$ cat config.mk
export PLATFORM = sky130hd
export DESIGN_NAME = mss_start_sequencer
export DESIGN_NICKNAME = d
export VERILOG_FILES = /design/src/hdl/mss_start_sequencer.v
export VERILOG_INCLUDE_DIRS = /design/src /design/src/hdl
export SDC_FILE = /design/constraint.sdc
export NUM_CORES = 1
export LEC_CHECK = 0
export BUFFER_PORTS_ARGS = -buffer_cell sky130_fd_sc_hd__buf_2
export CAP_MARGIN = 20
export CORE_MARGIN = 5
export CORE_UTILIZATION = 50
export CTS_BUF_LIST = sky130_fd_sc_hd__clkbuf_8
export CTS_CLUSTER_SIZE = 25
export DETAILED_ROUTE_END_ITERATION = 7
export PLACE_DENSITY = 0.7
export SLEW_MARGIN = 30
export SYNTH_ARGS = -nofsm -noshare
export SYNTH_HDL_FRONTEND = slang
export SYNTH_SLANG_ARGS = --single-unit
$ cat constraint.sdc
create_clock -name mclk -period 4 [get_ports mclk]
set_input_delay 0.2 -clock mclk [delete_from_list [all_inputs] [get_ports mclk]]
set_output_delay 0.2 -clock mclk [all_outputs]
set_load 0.01 [all_outputs]
$ cat src/hdl/mss_consts.vh
// Purpose: Shared constants for the motor start sequencer.
// Assumes: 20 MHz clock, byte addressed AXI4-Lite register window.
// Notes: Register offsets are aligned 32-bit words.
// Function
// RULE1: After power-up, initialise peripherals and load parameters before driving.
// RULE2: With zero speed command, idle in sleep or standby by mode and wake pin.
// RULE3: Nonzero speed command leaves idle for the detection-enable check.
// RULE4: Direction change: mode 0 to detection check, mode 1 to handoff compare.
// RULE5: Detection enabled goes to standstill check, disabled goes to brake decision.
// RULE6: Back-EMF below either threshold means stationary, go to brake decision.
// RULE7: Spinning forward goes to rejoin decision, reverse to reverse-drive decision.
// RULE8: Rejoin enabled compares speed to rejoin threshold, disabled goes to coast.
// RULE9: Above rejoin threshold seed closed loop, else enter open loop.
// RULE10: Reverse with reverse drive enabled checks speed, disabled goes to coast.
// RULE11: Reverse decelerates closed loop above handoff, open loop below it.
// RULE12: Open-loop reverse crosses zero, accelerates forward, then closes the loop.
// RULE13: Coast enabled runs coast routine, disabled goes to brake decision.
// RULE14: Coast turns off all six bridge transistors for coast duration.
// RULE15: After coast, go to brake decision and treat motor as stationary.
// RULE16: Brake enabled runs brake routine, disabled goes to stationary start-up.
// RULE17: Brake type picks timed brake or current brake with persistence.
// RULE18: Current brake ends at brake time even if current stays high.
// RULE19: Timed brake uses chosen side, current brake uses low side only.
// RULE20: After stationary start-up method, enter open-loop acceleration.
// RULE21: Closed loop commutates by sensorless field oriented control.
// RULE22: Spin detection derives speed, position, direction from phase voltages.
`ifndef MSS_CONSTS_VH
`define MSS_CONSTS_VH
`define MSS_OFF_CTRL 8'h00
`define MSS_OFF_THR0 8'h04
`define MSS_OFF_THR1 8'h08
`define MSS_OFF_TIME 8'h0C
`define MSS_OFF_STAT 8'h10
`define MSS_OFF_ISD 8'h14
`define MSS_CTRL_RST 32'h0000_0000
`define MSS_THR0_RST 32'h0010_0010
`define MSS_THR1_RST 32'h0020_0040
`define MSS_TIME_RST 32'h0000_0000
`define MSS_B_IDLE 0
`define MSS_B_SPIN 1
`define MSS_B_DIRMODE 2
`define MSS_B_REJOIN 3
`define MSS_B_REVDRV 4
`define MSS_B_COAST 5
`define MSS_B_BRAKE 6
`define MSS_B_BRKTYPE 7
`define MSS_B_BRKSIDE 8
`define MSS_B_DIRCMD 9
`define MSS_B_DIRGO 10
`define MSS_TICK_US 1
`define MSS_CLK_MHZ 20
`define MSS_TICK_CYC (`MSS_TICK_US * `MSS_CLK_MHZ)
`define MSS_TICK_MS_US 1000
`define MSS_INIT_US 10
`define MSS_INIT_CYC (`MSS_INIT_US * `MSS_CLK_MHZ)
`define MSS_RESP_OKAY 2'b00
`define MSS_RESP_DECERR 2'b11
`endif

$ cat src/hdl/mss_start_sequencer.v
// Purpose: Start decision state machine of a sensorless motor controller.
// Assumes: All inputs synchronous to mclk; measurements come from outside.
// Notes: Durations are counted in milliseconds from a 1 us enable tick.
//
// Design decisions made here: the register addresses and the AXI4-Lite interface to the registers.
`timescale 1ns/1ps
`include "mss_consts.vh"
module mss_start_sequencer #(
  parameter MS_US = `MSS_TICK_MS_US,
  parameter INIT_CYC = `MSS_INIT_CYC
) (
  input wire mclk,
  input wire nrst,
  input wire [7:0] s_axi_awaddr,
  input wire s_axi_awvalid,
  output reg s_axi_awready,
  input wire [31:0] s_axi_wdata,
  input wire [3:0] s_axi_wstrb,
  input wire s_axi_wvalid,
  output reg s_axi_wready,
  output reg [1:0] s_axi_bresp,
  output reg s_axi_bvalid,
  input wire s_axi_bready,
  input wire [7:0] s_axi_araddr,
  input wire s_axi_arvalid,
  output reg s_axi_arready,
  output reg [31:0] s_axi_rdata,
  output reg [1:0] s_axi_rresp,
  output reg s_axi_rvalid,
  input wire s_axi_rready,
  input wire [15:0] speed_command,
  input wire speed_wake_pin,
  input wire params_loaded,
  input wire [15:0] phase_emf,
  input wire [15:0] phase_speed,
  input wire [15:0] phase_angle,
  input wire spin_reverse,
  input wire spin_valid,
  input wire [15:0] phase_current,
  input wire startup_done,
  output reg init_request,
  output reg sleep_mode,
  output reg standby_mode,
  output reg spin_detect_start,
  output reg [2:0] hs_on,
  output reg [2:0] ls_on,
  output reg bridge_drive,
  output reg startup_run,
  output reg open_loop_run,
  output reg closed_loop_run,
  output reg reverse_run,
  output reg seed_valid,
  output reg [15:0] seed_speed,
  output reg [15:0] seed_angle
);

  localparam [14:0] S_INIT = 15'h0001;
  localparam [14:0] S_IDLE = 15'h0002;
  localparam [14:0] S_ISDCHK = 15'h0004;
  localparam [14:0] S_ISD = 15'h0008;
  localparam [14:0] S_DIRCHK = 15'h0010;
  localparam [14:0] S_REJOIN = 15'h0020;
  localparam [14:0] S_REVCHK = 15'h0040;
  localparam [14:0] S_COASTCHK = 15'h0080;
  localparam [14:0] S_COAST = 15'h0100;
  localparam [14:0] S_BRKCHK = 15'h0200;
  localparam [14:0] S_BRAKE = 15'h0400;
  localparam [14:0] S_START = 15'h0800;
  localparam [14:0] S_OPEN = 15'h1000;
  localparam [14:0] S_CLOSED = 15'h2000;
  localparam [14:0] S_REVCL = 15'h4000;

  reg [14:0] state_q;
  reg [14:0] state_d;
  reg [31:0] ctrl_q;
  reg [31:0] thr0_q;
  reg [31:0] thr1_q;
  reg [31:0] time_q;
  reg [15:0] isd_speed_q;
  reg [15:0] isd_angle_q;
  reg isd_rev_q;
  reg rev_open_q;
  reg [15:0] tick_q;
  reg [15:0] ms_q;
  reg [15:0] dur_q;
  reg [15:0] pers_q;
  reg [15:0] init_q;
  reg dir_seen_q;
  reg aw_hold_q;
  reg w_hold_q;
  reg [7:0] awaddr_q;
  reg [31:0] wdata_q;
  reg [3:0] wstrb_q;

  wire tick_1us = (tick_q == `MSS_TICK_CYC - 1);
  wire tick_1ms = tick_1us && (ms_q == MS_US[15:0] - 16'h0001);
  wire state_new = (state_q != state_d);
  wire dir_req = ctrl_q[`MSS_B_DIRGO] & ~dir_seen_q;
  wire [15:0] standstill_threshold = thr0_q[15:0];
  wire [15:0] tach_emf_threshold = thr0_q[31:16];
  wire [15:0] forward_rejoin_threshold = thr1_q[15:0];
  wire [15:0] loop_handoff_threshold = thr1_q[31:16];
  wire [7:0] coast_duration = time_q[7:0];
  wire [7:0] braking_duration = time_q[15:8];
  wire [7:0] braking_persistence = time_q[23:16];
  wire [7:0] braking_current_threshold = time_q[31:24];
  wire [15:0] rd_stat = {isd_rev_q, rev_open_q, state_q[13:0]};

  // Byte lane merge used by every writable register.
  function [31:0] merge;
    input [31:0] old;
    input [31:0] nw;
    input [3:0] strb;
    integer i;
    begin
      merge = old;
      for (i = 0; i < 4; i = i + 1) begin
        if (strb[i])
          merge[i*8 +: 8] = nw[i*8 +: 8];
      end
    end
  endfunction

  // Idle selection reads mode bit and wake pin; shared by idle outputs.
  function use_sleep;
    input mode;
    input wake;
    begin
      use_sleep = mode & ~wake;
    end
  endfunction

  // Decision chain. Judgement steps pass in one cycle each so the trace
  // through the flow stays visible on the status register.
  always @* begin
    state_d = state_q;
    case (state_q)
      S_INIT: begin
        if (params_loaded && init_q == 16'h0000)
          state_d = S_IDLE; // RULE1
      end
      S_IDLE: begin
        if (speed_command != 16'h0000)
          state_d = S_ISDCHK; // RULE3
      end
      S_ISDCHK: begin
        if (ctrl_q[`MSS_B_SPIN])
          state_d = S_ISD; // RULE5
        else
          state_d = S_BRKCHK; // RULE5
      end
      S_ISD: begin
        if (spin_valid) begin
          if (phase_emf < standstill_threshold ||
              phase_emf < tach_emf_threshold)
            state_d = S_BRKCHK; // RULE6
          else
            state_d = S_DIRCHK; // RULE6
        end
      end
      S_DIRCHK: begin
        if (isd_rev_q)
          state_d = S_REVCHK; // RULE7
        else
          state_d = S_REJOIN; // RULE7
      end
      S_REJOIN: begin
        if (!ctrl_q[`MSS_B_REJOIN])
          state_d = S_COASTCHK; // RULE8
        else if (isd_speed_q > forward_rejoin_threshold)
          state_d = S_CLOSED; // RULE9
        else
          state_d = S_OPEN; // RULE9
      end
      S_REVCHK: begin
        if (ctrl_q[`MSS_B_REVDRV])
          state_d = S_REVCL; // RULE10
        else
          state_d = S_COASTCHK; // RULE10
      end
      S_REVCL: begin
        if (phase_speed < loop_handoff_threshold)
          state_d = S_OPEN; // RULE11
      end
      S_COASTCHK: begin
        if (ctrl_q[`MSS_B_COAST])
          state_d = S_COAST; // RULE13
        else
          state_d = S_BRKCHK; // RULE13
      end
      S_COAST: begin
        if (dur_q >= {8'h00, coast_duration})
          state_d = S_BRKCHK; // RULE15
      end
      S_BRKCHK: begin
        if (ctrl_q[`MSS_B_BRAKE])
          state_d = S_BRAKE; // RULE16
        else
          state_d = S_START; // RULE16
      end
      S_BRAKE: begin
        if (dur_q >= {8'h00, braking_duration})
          state_d = S_START; // RULE17 RULE18
        else if (ctrl_q[`MSS_B_BRKTYPE] &&
                 pers_q >= {8'h00, braking_persistence})
          state_d = S_START; // RULE17
      end
      S_START: begin
        if (startup_done)
          state_d = S_OPEN; // RULE20
      end
      S_OPEN: begin
        if (phase_speed > loop_handoff_threshold && !rev_open_q)
          state_d = S_CLOSED; // RULE12
        else if (isd_rev_q && rev_open_q && phase_speed == 16'h0000)
          state_d = S_OPEN; // RULE12
      end
      S_CLOSED: begin
        state_d = S_CLOSED; // RULE21
      end
      default: state_d = S_INIT;
    endcase
    if (speed_command == 16'h0000 && state_q != S_INIT)
      state_d = S_IDLE; // RULE2
    else if (dir_req && state_q != S_INIT && state_q != S_IDLE) begin
      if (ctrl_q[`MSS_B_DIRMODE])
        state_d = S_REVCL; // RULE4
      else
        state_d = S_ISDCHK; // RULE4
    end
  end

  // Sequencer state, timers and spin detection capture.
  always @(posedge mclk) begin
    if (!nrst) begin
      state_q <= S_INIT;
      tick_q <= 16'h0000;
      ms_q <= 16'h0000;
      dur_q <= 16'h0000;
      pers_q <= 16'h0000;
      init_q <= INIT_CYC[15:0];
      isd_speed_q <= 16'h0000;
      isd_angle_q <= 16'h0000;
      isd_rev_q <= 1'b0;
      rev_open_q <= 1'b0;
      dir_seen_q <= 1'b0;
    end else begin
      state_q <= state_d;
      tick_q <= tick_1us ? 16'h0000 : tick_q + 16'h0001;
      if (tick_1us)
        ms_q <= tick_1ms ? 16'h0000 : ms_q + 16'h0001;
      if (init_q != 16'h0000)
        init_q <= init_q - 16'h0001; // RULE1
      // Duration counter restarts on every state entry.
      if (state_new)
        dur_q <= 16'h0000;
      else if (tick_1ms && dur_q != 16'hFFFF)
        dur_q <= dur_q + 16'h0001;
      // Persistence restarts whenever any current sample is high.
      if (state_new || phase_current >= {8'h00, braking_current_threshold})
        pers_q <= 16'h0000;
      else if (tick_1ms && pers_q != 16'hFFFF)
        pers_q <= pers_q + 16'h0001; // RULE17
      if (state_q == S_ISD && spin_valid) begin
        isd_speed_q <= phase_speed; // RULE22
        isd_angle_q <= phase_angle; // RULE22
        isd_rev_q <= spin_reverse; // RULE22
      end
      if (state_q == S_REVCL && state_d == S_OPEN)
        rev_open_q <= 1'b1; // RULE11
      else if (state_q == S_OPEN && rev_open_q && phase_speed == 16'h0000) begin
        rev_open_q <= 1'b0; // RULE12
        isd_rev_q <= 1'b0; // RULE12
      end
      if (state_d == S_IDLE)
        rev_open_q <= 1'b0;
      if (!ctrl_q[`MSS_B_DIRGO])
        dir_seen_q <= 1'b0;
      else if (dir_req) begin
        dir_seen_q <= 1'b1;
        isd_rev_q <= ctrl_q[`MSS_B_DIRMODE]; // RULE4
      end
    end
  end

  // Registered drive outputs decoded from the next state.
  always @(posedge mclk) begin
    if (!nrst) begin
      init_request <= 1'b1;
      sleep_mode <= 1'b0;
      standby_mode <= 1'b0;
      spin_detect_start <= 1'b0;
      hs_on <= 3'h0;
      ls_on <= 3'h0;
      bridge_drive <= 1'b0;
      startup_run <= 1'b0;
      open_loop_run <= 1'b0;
      closed_loop_run <= 1'b0;
      reverse_run <= 1'b0;
      seed_valid <= 1'b0;
      seed_speed <= 16'h0000;
      seed_angle <= 16'h0000;
    end else begin
      init_request <= (state_d == S_INIT); // RULE1
      sleep_mode <= (state_d == S_IDLE) &&
        use_sleep(ctrl_q[`MSS_B_IDLE], speed_wake_pin); // RULE2
      standby_mode <= (state_d == S_IDLE) &&
        !use_sleep(ctrl_q[`MSS_B_IDLE], speed_wake_pin); // RULE2
      spin_detect_start <= (state_d == S_ISD); // RULE22
      // Coast leaves all six switches off; brake shorts one side.
      hs_on <= (state_d == S_BRAKE && !ctrl_q[`MSS_B_BRKTYPE] &&
        ctrl_q[`MSS_B_BRKSIDE]) ? 3'h7 : 3'h0; // RULE19
      ls_on <= (state_d == S_BRAKE && (ctrl_q[`MSS_B_BRKTYPE] ||
        !ctrl_q[`MSS_B_BRKSIDE])) ? 3'h7 : 3'h0; // RULE19
      bridge_drive <= (state_d == S_START || state_d == S_OPEN ||
        state_d == S_CLOSED || state_d == S_REVCL); // RULE14
      startup_run <= (state_d == S_START); // RULE20
      open_loop_run <= (state_d == S_OPEN); // RULE12
      closed_loop_run <= (state_d == S_CLOSED) ||
        (state_d == S_REVCL); // RULE21
      reverse_run <= (state_d == S_REVCL) ||
        (state_d == S_OPEN && (rev_open_q || state_q == S_REVCL)); // RULE11
      seed_valid <= (state_q == S_REJOIN && state_d == S_CLOSED); // RULE9
      if (state_q == S_REJOIN && state_d == S_CLOSED) begin
        seed_speed <= isd_speed_q; // RULE9
        seed_angle <= isd_angle_q; // RULE9
      end
    end
  end

  // AXI4-Lite slave. Address and data are taken in either order; the
  // response follows one cycle after both are present.
  always @(posedge mclk) begin
    if (!nrst) begin
      s_axi_awready <= 1'b0;
      s_axi_wready <= 1'b0;
      s_axi_bvalid <= 1'b0;
      s_axi_bresp <= `MSS_RESP_OKAY;
      aw_hold_q <= 1'b0;
      w_hold_q <= 1'b0;
      awaddr_q <= 8'h00;
      wdata_q <= 32'h0000_0000;
      wstrb_q <= 4'h0;
      ctrl_q <= `MSS_CTRL_RST;
      thr0_q <= `MSS_THR0_RST;
      thr1_q <= `MSS_THR1_RST;
      time_q <= `MSS_TIME_RST;
    end else begin
      s_axi_awready <= !aw_hold_q && !s_axi_awready && s_axi_awvalid &&
        !s_axi_bvalid;
      s_axi_wready <= !w_hold_q && !s_axi_wready && s_axi_wvalid &&
        !s_axi_bvalid;
      if (s_axi_awvalid && s_axi_awready) begin
        aw_hold_q <= 1'b1;
        awaddr_q <= s_axi_awaddr;
      end
      if (s_axi_wvalid && s_axi_wready) begin
        w_hold_q <= 1'b1;
        wdata_q <= s_axi_wdata;
        wstrb_q <= s_axi_wstrb;
      end
      if (aw_hold_q && w_hold_q && !s_axi_bvalid) begin
        aw_hold_q <= 1'b0;
        w_hold_q <= 1'b0;
        s_axi_bvalid <= 1'b1;
        s_axi_bresp <= `MSS_RESP_OKAY;
        case (awaddr_q)
          `MSS_OFF_CTRL: ctrl_q <= merge(ctrl_q, wdata_q, wstrb_q);
          `MSS_OFF_THR0: thr0_q <= merge(thr0_q, wdata_q, wstrb_q);
          `MSS_OFF_THR1: thr1_q <= merge(thr1_q, wdata_q, wstrb_q);
          `MSS_OFF_TIME: time_q <= merge(time_q, wdata_q, wstrb_q);
          `MSS_OFF_STAT, `MSS_OFF_ISD: s_axi_bresp <= `MSS_RESP_OKAY;
          default: s_axi_bresp <= `MSS_RESP_DECERR;
        endcase
      end else if (s_axi_bvalid && s_axi_bready)
        s_axi_bvalid <= 1'b0;
    end
  end

  // Read channel: one read at a time, data registered with rvalid.
  always @(posedge mclk) begin
    if (!nrst) begin
      s_axi_arready <= 1'b0;
      s_axi_rvalid <= 1'b0;
      s_axi_rdata <= 32'h0000_0000;
      s_axi_rresp <= `MSS_RESP_OKAY;
    end else begin
      s_axi_arready <= s_axi_arvalid && !s_axi_arready && !s_axi_rvalid;
      if (s_axi_arvalid && s_axi_arready) begin
        s_axi_rvalid <= 1'b1;
        s_axi_rresp <= `MSS_RESP_OKAY;
        case (s_axi_araddr)
          `MSS_OFF_CTRL: s_axi_rdata <= {21'h0, ctrl_q[10:0]};
          `MSS_OFF_THR0: s_axi_rdata <= thr0_q;
          `MSS_OFF_THR1: s_axi_rdata <= thr1_q;
          `MSS_OFF_TIME: s_axi_rdata <= time_q;
          `MSS_OFF_STAT: s_axi_rdata <= {16'h0000, rd_stat};
          `MSS_OFF_ISD: s_axi_rdata <= {isd_angle_q, isd_speed_q};
          default: begin
            s_axi_rdata <= 32'h0000_0000;
            s_axi_rresp <= `MSS_RESP_DECERR;
          end
        endcase
      end else if (s_axi_rvalid && s_axi_rready)
        s_axi_rvalid <= 1'b0;
    end
  end

endmodule // mss_start_sequencer

# --- Yosys cells after proc, flatten, opt, wreduce, memory -nomap -nowiden ---
# Cells that the tools add are included.
# W data, S select, Z words.
word_totals:
  ff_bits: 372
  romBits: 0
  memories: 0
  latchBits: 0
  inputBits: 144
  mem_bits_rw: 0
  word_cells: 239
  out_inout_bits: 89
classes:
  n_eq_ne: 40
  n_addsub: 5
  bitwise_logic: 5
  div: 0
  order_cmp: 9
  n_reduce_logical: 89
  n_mux: 39
  shifts: 0
  n_mul: 0
op_table:
  columns: ["operator", "count"]
  rows:
  - ["$pmux W15 S15", 1]
  - ["$mux W15", 14]
  - ["$pmux W32 S6", 1]
  - ["$add A16 B1 Y16 const B", 4]
  - ["$ge A16 B8 Y1", 4]
  - ["$logic_not A16 Y1", 3]
  - ["$lt A16 B16 Y1", 3]
  - ["$reduce_and A3 Y1", 14]
  - ["$logic_and A1 B1 Y1", 37]
  - ["$eq A8 B4 Y1 const B", 4]
  - ["$eq A8 B5 Y1 const B", 4]
  - ["$gt A16 B16 Y1", 2]
  - ["$ne A16 B16 Y1 const B", 2]
  - ["$reduce_bool A16 Y1", 2]
  - ["$eq A15 B1 Y1 const B", 2]
  - ["$eq A15 B11 Y1 const B", 2]
  - ["$eq A15 B12 Y1 const B", 2]
  - ["$eq A15 B13 Y1 const B", 2]
  - ["$eq A15 B14 Y1 const B", 2]
  - ["$eq A15 B15 Y1 const B", 2]
  - ["$eq A15 B2 Y1 const B", 2]
  - ["$eq A15 B4 Y1 const B", 2]
  - ["$mux W10", 3]
  - ["$mux W14", 2]
  - ["other kinds (29)", 71]

# --- Logic depth before layout (Yosys ltp) ---
depth:
  depth_word: 12
  ltp_mapped: 11
  depth_no_buf: 9

# --- Worst setup path after synthesis ---
# Ideal clock, no wire load.
synth_path:
  path_type: "register -> register"
  start: "register thr1_q[31]"
  end: "register seed_angle[0]"
  slack_ns: 1.143
  t_required_ns: 3.928
  path_buffers: 1
  t_arrival_ns: 2.785
  stages_incl_launch_ff: 10
  cell_sequence: "dfxtp_1 > inv_1 > ha_1 > nand4_1 > a2111oi_0 > or3_1 > a31oi_2 > a2111oi_4 > buf_6 > mux2i_1"
synth_via:
  elab_chain_cells: 8
  elab_cells_between_ends: 10
  classes_between: "order compare (2); eq/ne (1); mux (5); reduce/logical (2)"
synth_lines:
  columns: ["element", "line_no", "rtl"]
  rows:
  - ["start, declared", "mss_start_sequencer.v:77", "reg [31:0] thr1_q;"]
  - ["start signal, assigned", "mss_start_sequencer.v:346", "thr1_q <= `MSS_THR1_RST;"]
  - ["start signal, assigned", "mss_start_sequencer.v:370", "`MSS_OFF_THR1: thr1_q <= merge(thr1_q, wdata_q, wstrb_q);"]
  - ["$gt A16 B16 Y1", "mss_start_sequencer.v:213", "if (phase_speed > loop_handoff_threshold && !rev_open_q)"]
  - ["$logic_and A1 B1 Y1", "mss_start_sequencer.v:213", null]
  - ["$mux W15", "mss_start_sequencer.v:213", null]
  - ["$pmux W15 S15 *", "mss_start_sequencer.v:137", "case (state_q)"]
  - ["$mux W15 *", "mss_start_sequencer.v:225", "else if (dir_req && state_q != S_INIT && state_q != S_IDLE) begin"]
  - ["$mux W15 *", "mss_start_sequencer.v:223", "if (speed_command == 16'h0000 && state_q != S_INIT)"]
  - ["$eq A15 B14 Y1 *", "mss_start_sequencer.v:324", "if (state_q == S_REJOIN && state_d == S_CLOSED) begin"]
  - ["$logic_and A1 B1 Y1 *", "mss_start_sequencer.v:324", null]
  - ["end signal, assigned", "mss_start_sequencer.v:326", "seed_angle <= isd_angle_q;"]
  - ["end, declared", "mss_start_sequencer.v:54", "output reg [15:0] seed_angle"]
# Mark *: on every way between the ends. The rest lies on a longest branch, timed or not.
# A chain may end at the register's enable or synchronous reset.

# --- Worst setup path after layout ---
layout_path:
  start: "register thr1_q[17]"
  end: "register seed_angle[3]"
# The elaborated chain is that of the path after synthesis.

==> results.toml <==
[logic_synthesis]
syn_inst = 2207
synth_top_flop_cell = "dfxtp_1"
syn_nets = 2450
synthTopCellsByCount = "dfxtp_1 (366), nand2_1 (309), mux2i_1 (162)"
syn_area_per_cell_um2 = 8.58
synth.most_common_cell = "dfxtp_1"
synth.area.top_cells = "dfxtp_1 (39%), mux2i_1 (8.6%), ha_1 (6.5%)"
synth-async-reset-ratio = 0
ys_seq_elements = 366
synth_edf_count = 0
synth_top_area_frac = 0.387
seq_area_frac_synth = 0.387
yosys.area.top_type = "dfxtp_1"
ys_warn_count = 0
synth_cell_type_count = 68
synth_area_um2 = 18900

[floorplanning]
die_area_um2 = 41900
initial_core_util = 0.505
core_um2 = 37500
die_w_um = 205
row_count = 71
io_pins = 233
chipHeight_um = 205

[critical_path]
path_buf_inv = 3
crit_required_ps = 4530
critical_path_class = "reg -> reg"
slowest_delay_ps = 570
worstPathArrival_ps = 3940
path_max_fanout = 32
startpoint = "thr1_q[17]"
end_kind = "flip-flop"
slowest_stage = "a2111oi_0"
r2r_start = "thr1_q[17]"
cp-start-kind = "flip-flop"
crit_family = "compound AO/OA/AOI/OAI gates"
cp_common_cell = "buf_4"
crit_chain = "inv_1 -> ha_1 -> nor2b_1 -> o211ai_1 -> a2111oi_0 -> buf_4 -> or3_1 -> a31oi_2 -> a2111oi_4 -> buf_4 -> mux2i_1"

[timing]
post-route-min-period_ps = 3410
relSlewSlack = 0.338
setup_viol = 0
rsz0062_at_grt = "false"
setup-tns-final_ps = 0
hold_viol = 0
fin_skew_ps = 24.7
tightest_slew_ps = 989
slew_viol_final = 0
max_freq_mhz = 293
timing.final.crit_share = 0.853

[cts]
clkLatencyLatePin_ps = 620
clk_pin_slew_ps = 60
tritoncts = "done"
cts-root-buf = "clkbuf_8"
clkSinkCount = 366
cts-resized-gates = 0
cts_max_level = 3
clockBufferDepth = 3
cts_setup_buffers = 0
cts-buffers-inserted = 66

[power]
power_density_nw_per_um2 = 353
ir_worst_vdd_uv = 301
total_leakage_power_uw = 0.00908

[detailed_routing]
ant_nets = 0
via_count = 17364
drcViolationCount = 0
viasPerCell = 5.67
dr.pass1.iters = 6
wirelength_um = 60600
first_iter_violations = 1445
wl_per_cell_um = 19.8

[place]
place_congestion = 0.918
io_buffers = 232
dpl_cell_area_um2 = 20400
dp_hpwl_um = 44200

[status]
outcome = "finished clean"

[global_routing]
grt_usage = 0.283
grt_pass1_vias = 17299
grt_max_degree = 154
grt_overflow = 0
antenna_found_initial = 1
grt_pass1_wl_um = 94300

[run]
maxCapViolCount = 0

[hold_path]
worstHoldStart = "spin_valid"
min_path_type = "in -> reg"

[layout]
ff_latch_area_um2 = 7330
design_area_um2 = 22800
nFillCells = 3353
nets = 2746
syn_to_final_growth_pct = 20.3
multiInputGateArea_um2 = 10600
layout-drive-gt1-share = 0.153
registers in the layout, indices dropped and copies added, names as in the netlist, 4 cells and up:
register	count
init_q	16
wstrb_q	4
s_axi_rdata	32
thr1_q	32
wdata_q	32
time_q	32
thr0_q	32
isd_angle_q	16
dur_q	16
ms_q	16
isd_speed_q	16
awaddr_q	8
seed_speed	16
pers_q	16
tick_q	16
ctrl_q	11
seed_angle	16
state_q	15
logic make-up (layout without fill, tap and decap cells):
family | count (synthesis) | in the layout | share of synthesized area
AOI/OAI and AO/OA | 384 | 384 | 0.138
other | 0 | 2 | 0
xor gates and xnor gates | 64 | 64 | 0.0296
and+or+nand+nor | 888 | 888 | 0.238
adders and majority gates | 99 | 99 | 0.0654
muxes | 167 | 167 | 0.0886
buffers and inverters | 239 | 582 | 0.0534
DFF | 366 | 366 | 0.387
final timing paths:
path	cells past startpoint	end	slack (ps)
min	4	state_q[3]	160
max	11	seed_angle[3]	590
min reg2reg	1	s_axi_arready	450
max reg2reg	11	seed_angle[3]	590
timing repair:
action	CTS	global route
hold buffers	94	0
endpoints found under the setup margin	0	0
hold endpoints to repair	87	0
area by class of cell:
class / count / area share
flip-flops and latches: 366 / 0.322
clock inverters: 30 / 0.0121
diodes: 2 / 0.000220
well taps: 511 / 0.0281
inverters: 114 / 0.0188
repair buffers: 353 / 0.102
clock buffers: 85 / 0.0513
multi-input cells: 1602 / 0.466
through the flow:
stage	std cells	power [uW]	hold slack, ps	setup slack [ps]	utilization
final	3063	8040	163	589	0.608
after global routing	3062	8340	173	521	0.608
after CTS	3061	8100	116	697	0.608
after detailed placement	2852	4210	444	725	0.544
after global placement	2852	4200	429	804	0.544
after floorplan	2207	4010	345	1140	-
tightest hold or removal path, stage by stage:
cell and delay (ps):
buf_2 170, nor2_1 110, a22oi_1 100, nor3_1 140
power breakdown:
part	switching [uW]	leakage, uW	internal (uW)
registers	44.9	0.00295	3680
logic	252	0.00534	226
clock network	1600	0.000786	2230
total	1900	0.00908	6140
placed cells by master, fill, tap and decap left out, types with 77 or more instances in the layout:
cell type / synthesis / routed
a21boi_0: 89 / 89
o21ai_0: 77 / 77
nor2b_1: 117 / 117
clkbuf_8: 0 / 85
nand2_1: 309 / 309
mux2i_1: 162 / 162
dlygate4sd3_1: 0 / 94
buf_2: 6 / 231
dfxtp_1: 366 / 366
ha_1: 99 / 99
nor2_1: 113 / 112
inv_1: 114 / 128
layer usage:
metal | vias to the layer above | track usage | wire length [um]
met3 | 163 | 0.0469 | 3740
met4 | 0 | 0.142 | 3110
li1 | 8337 | - | -
met1 | 8198 | 0.359 | 25500
met5 | - | 0 | 0
met2 | 666 | 0.466 | 28200
Power figures use the tool's default switching activity.
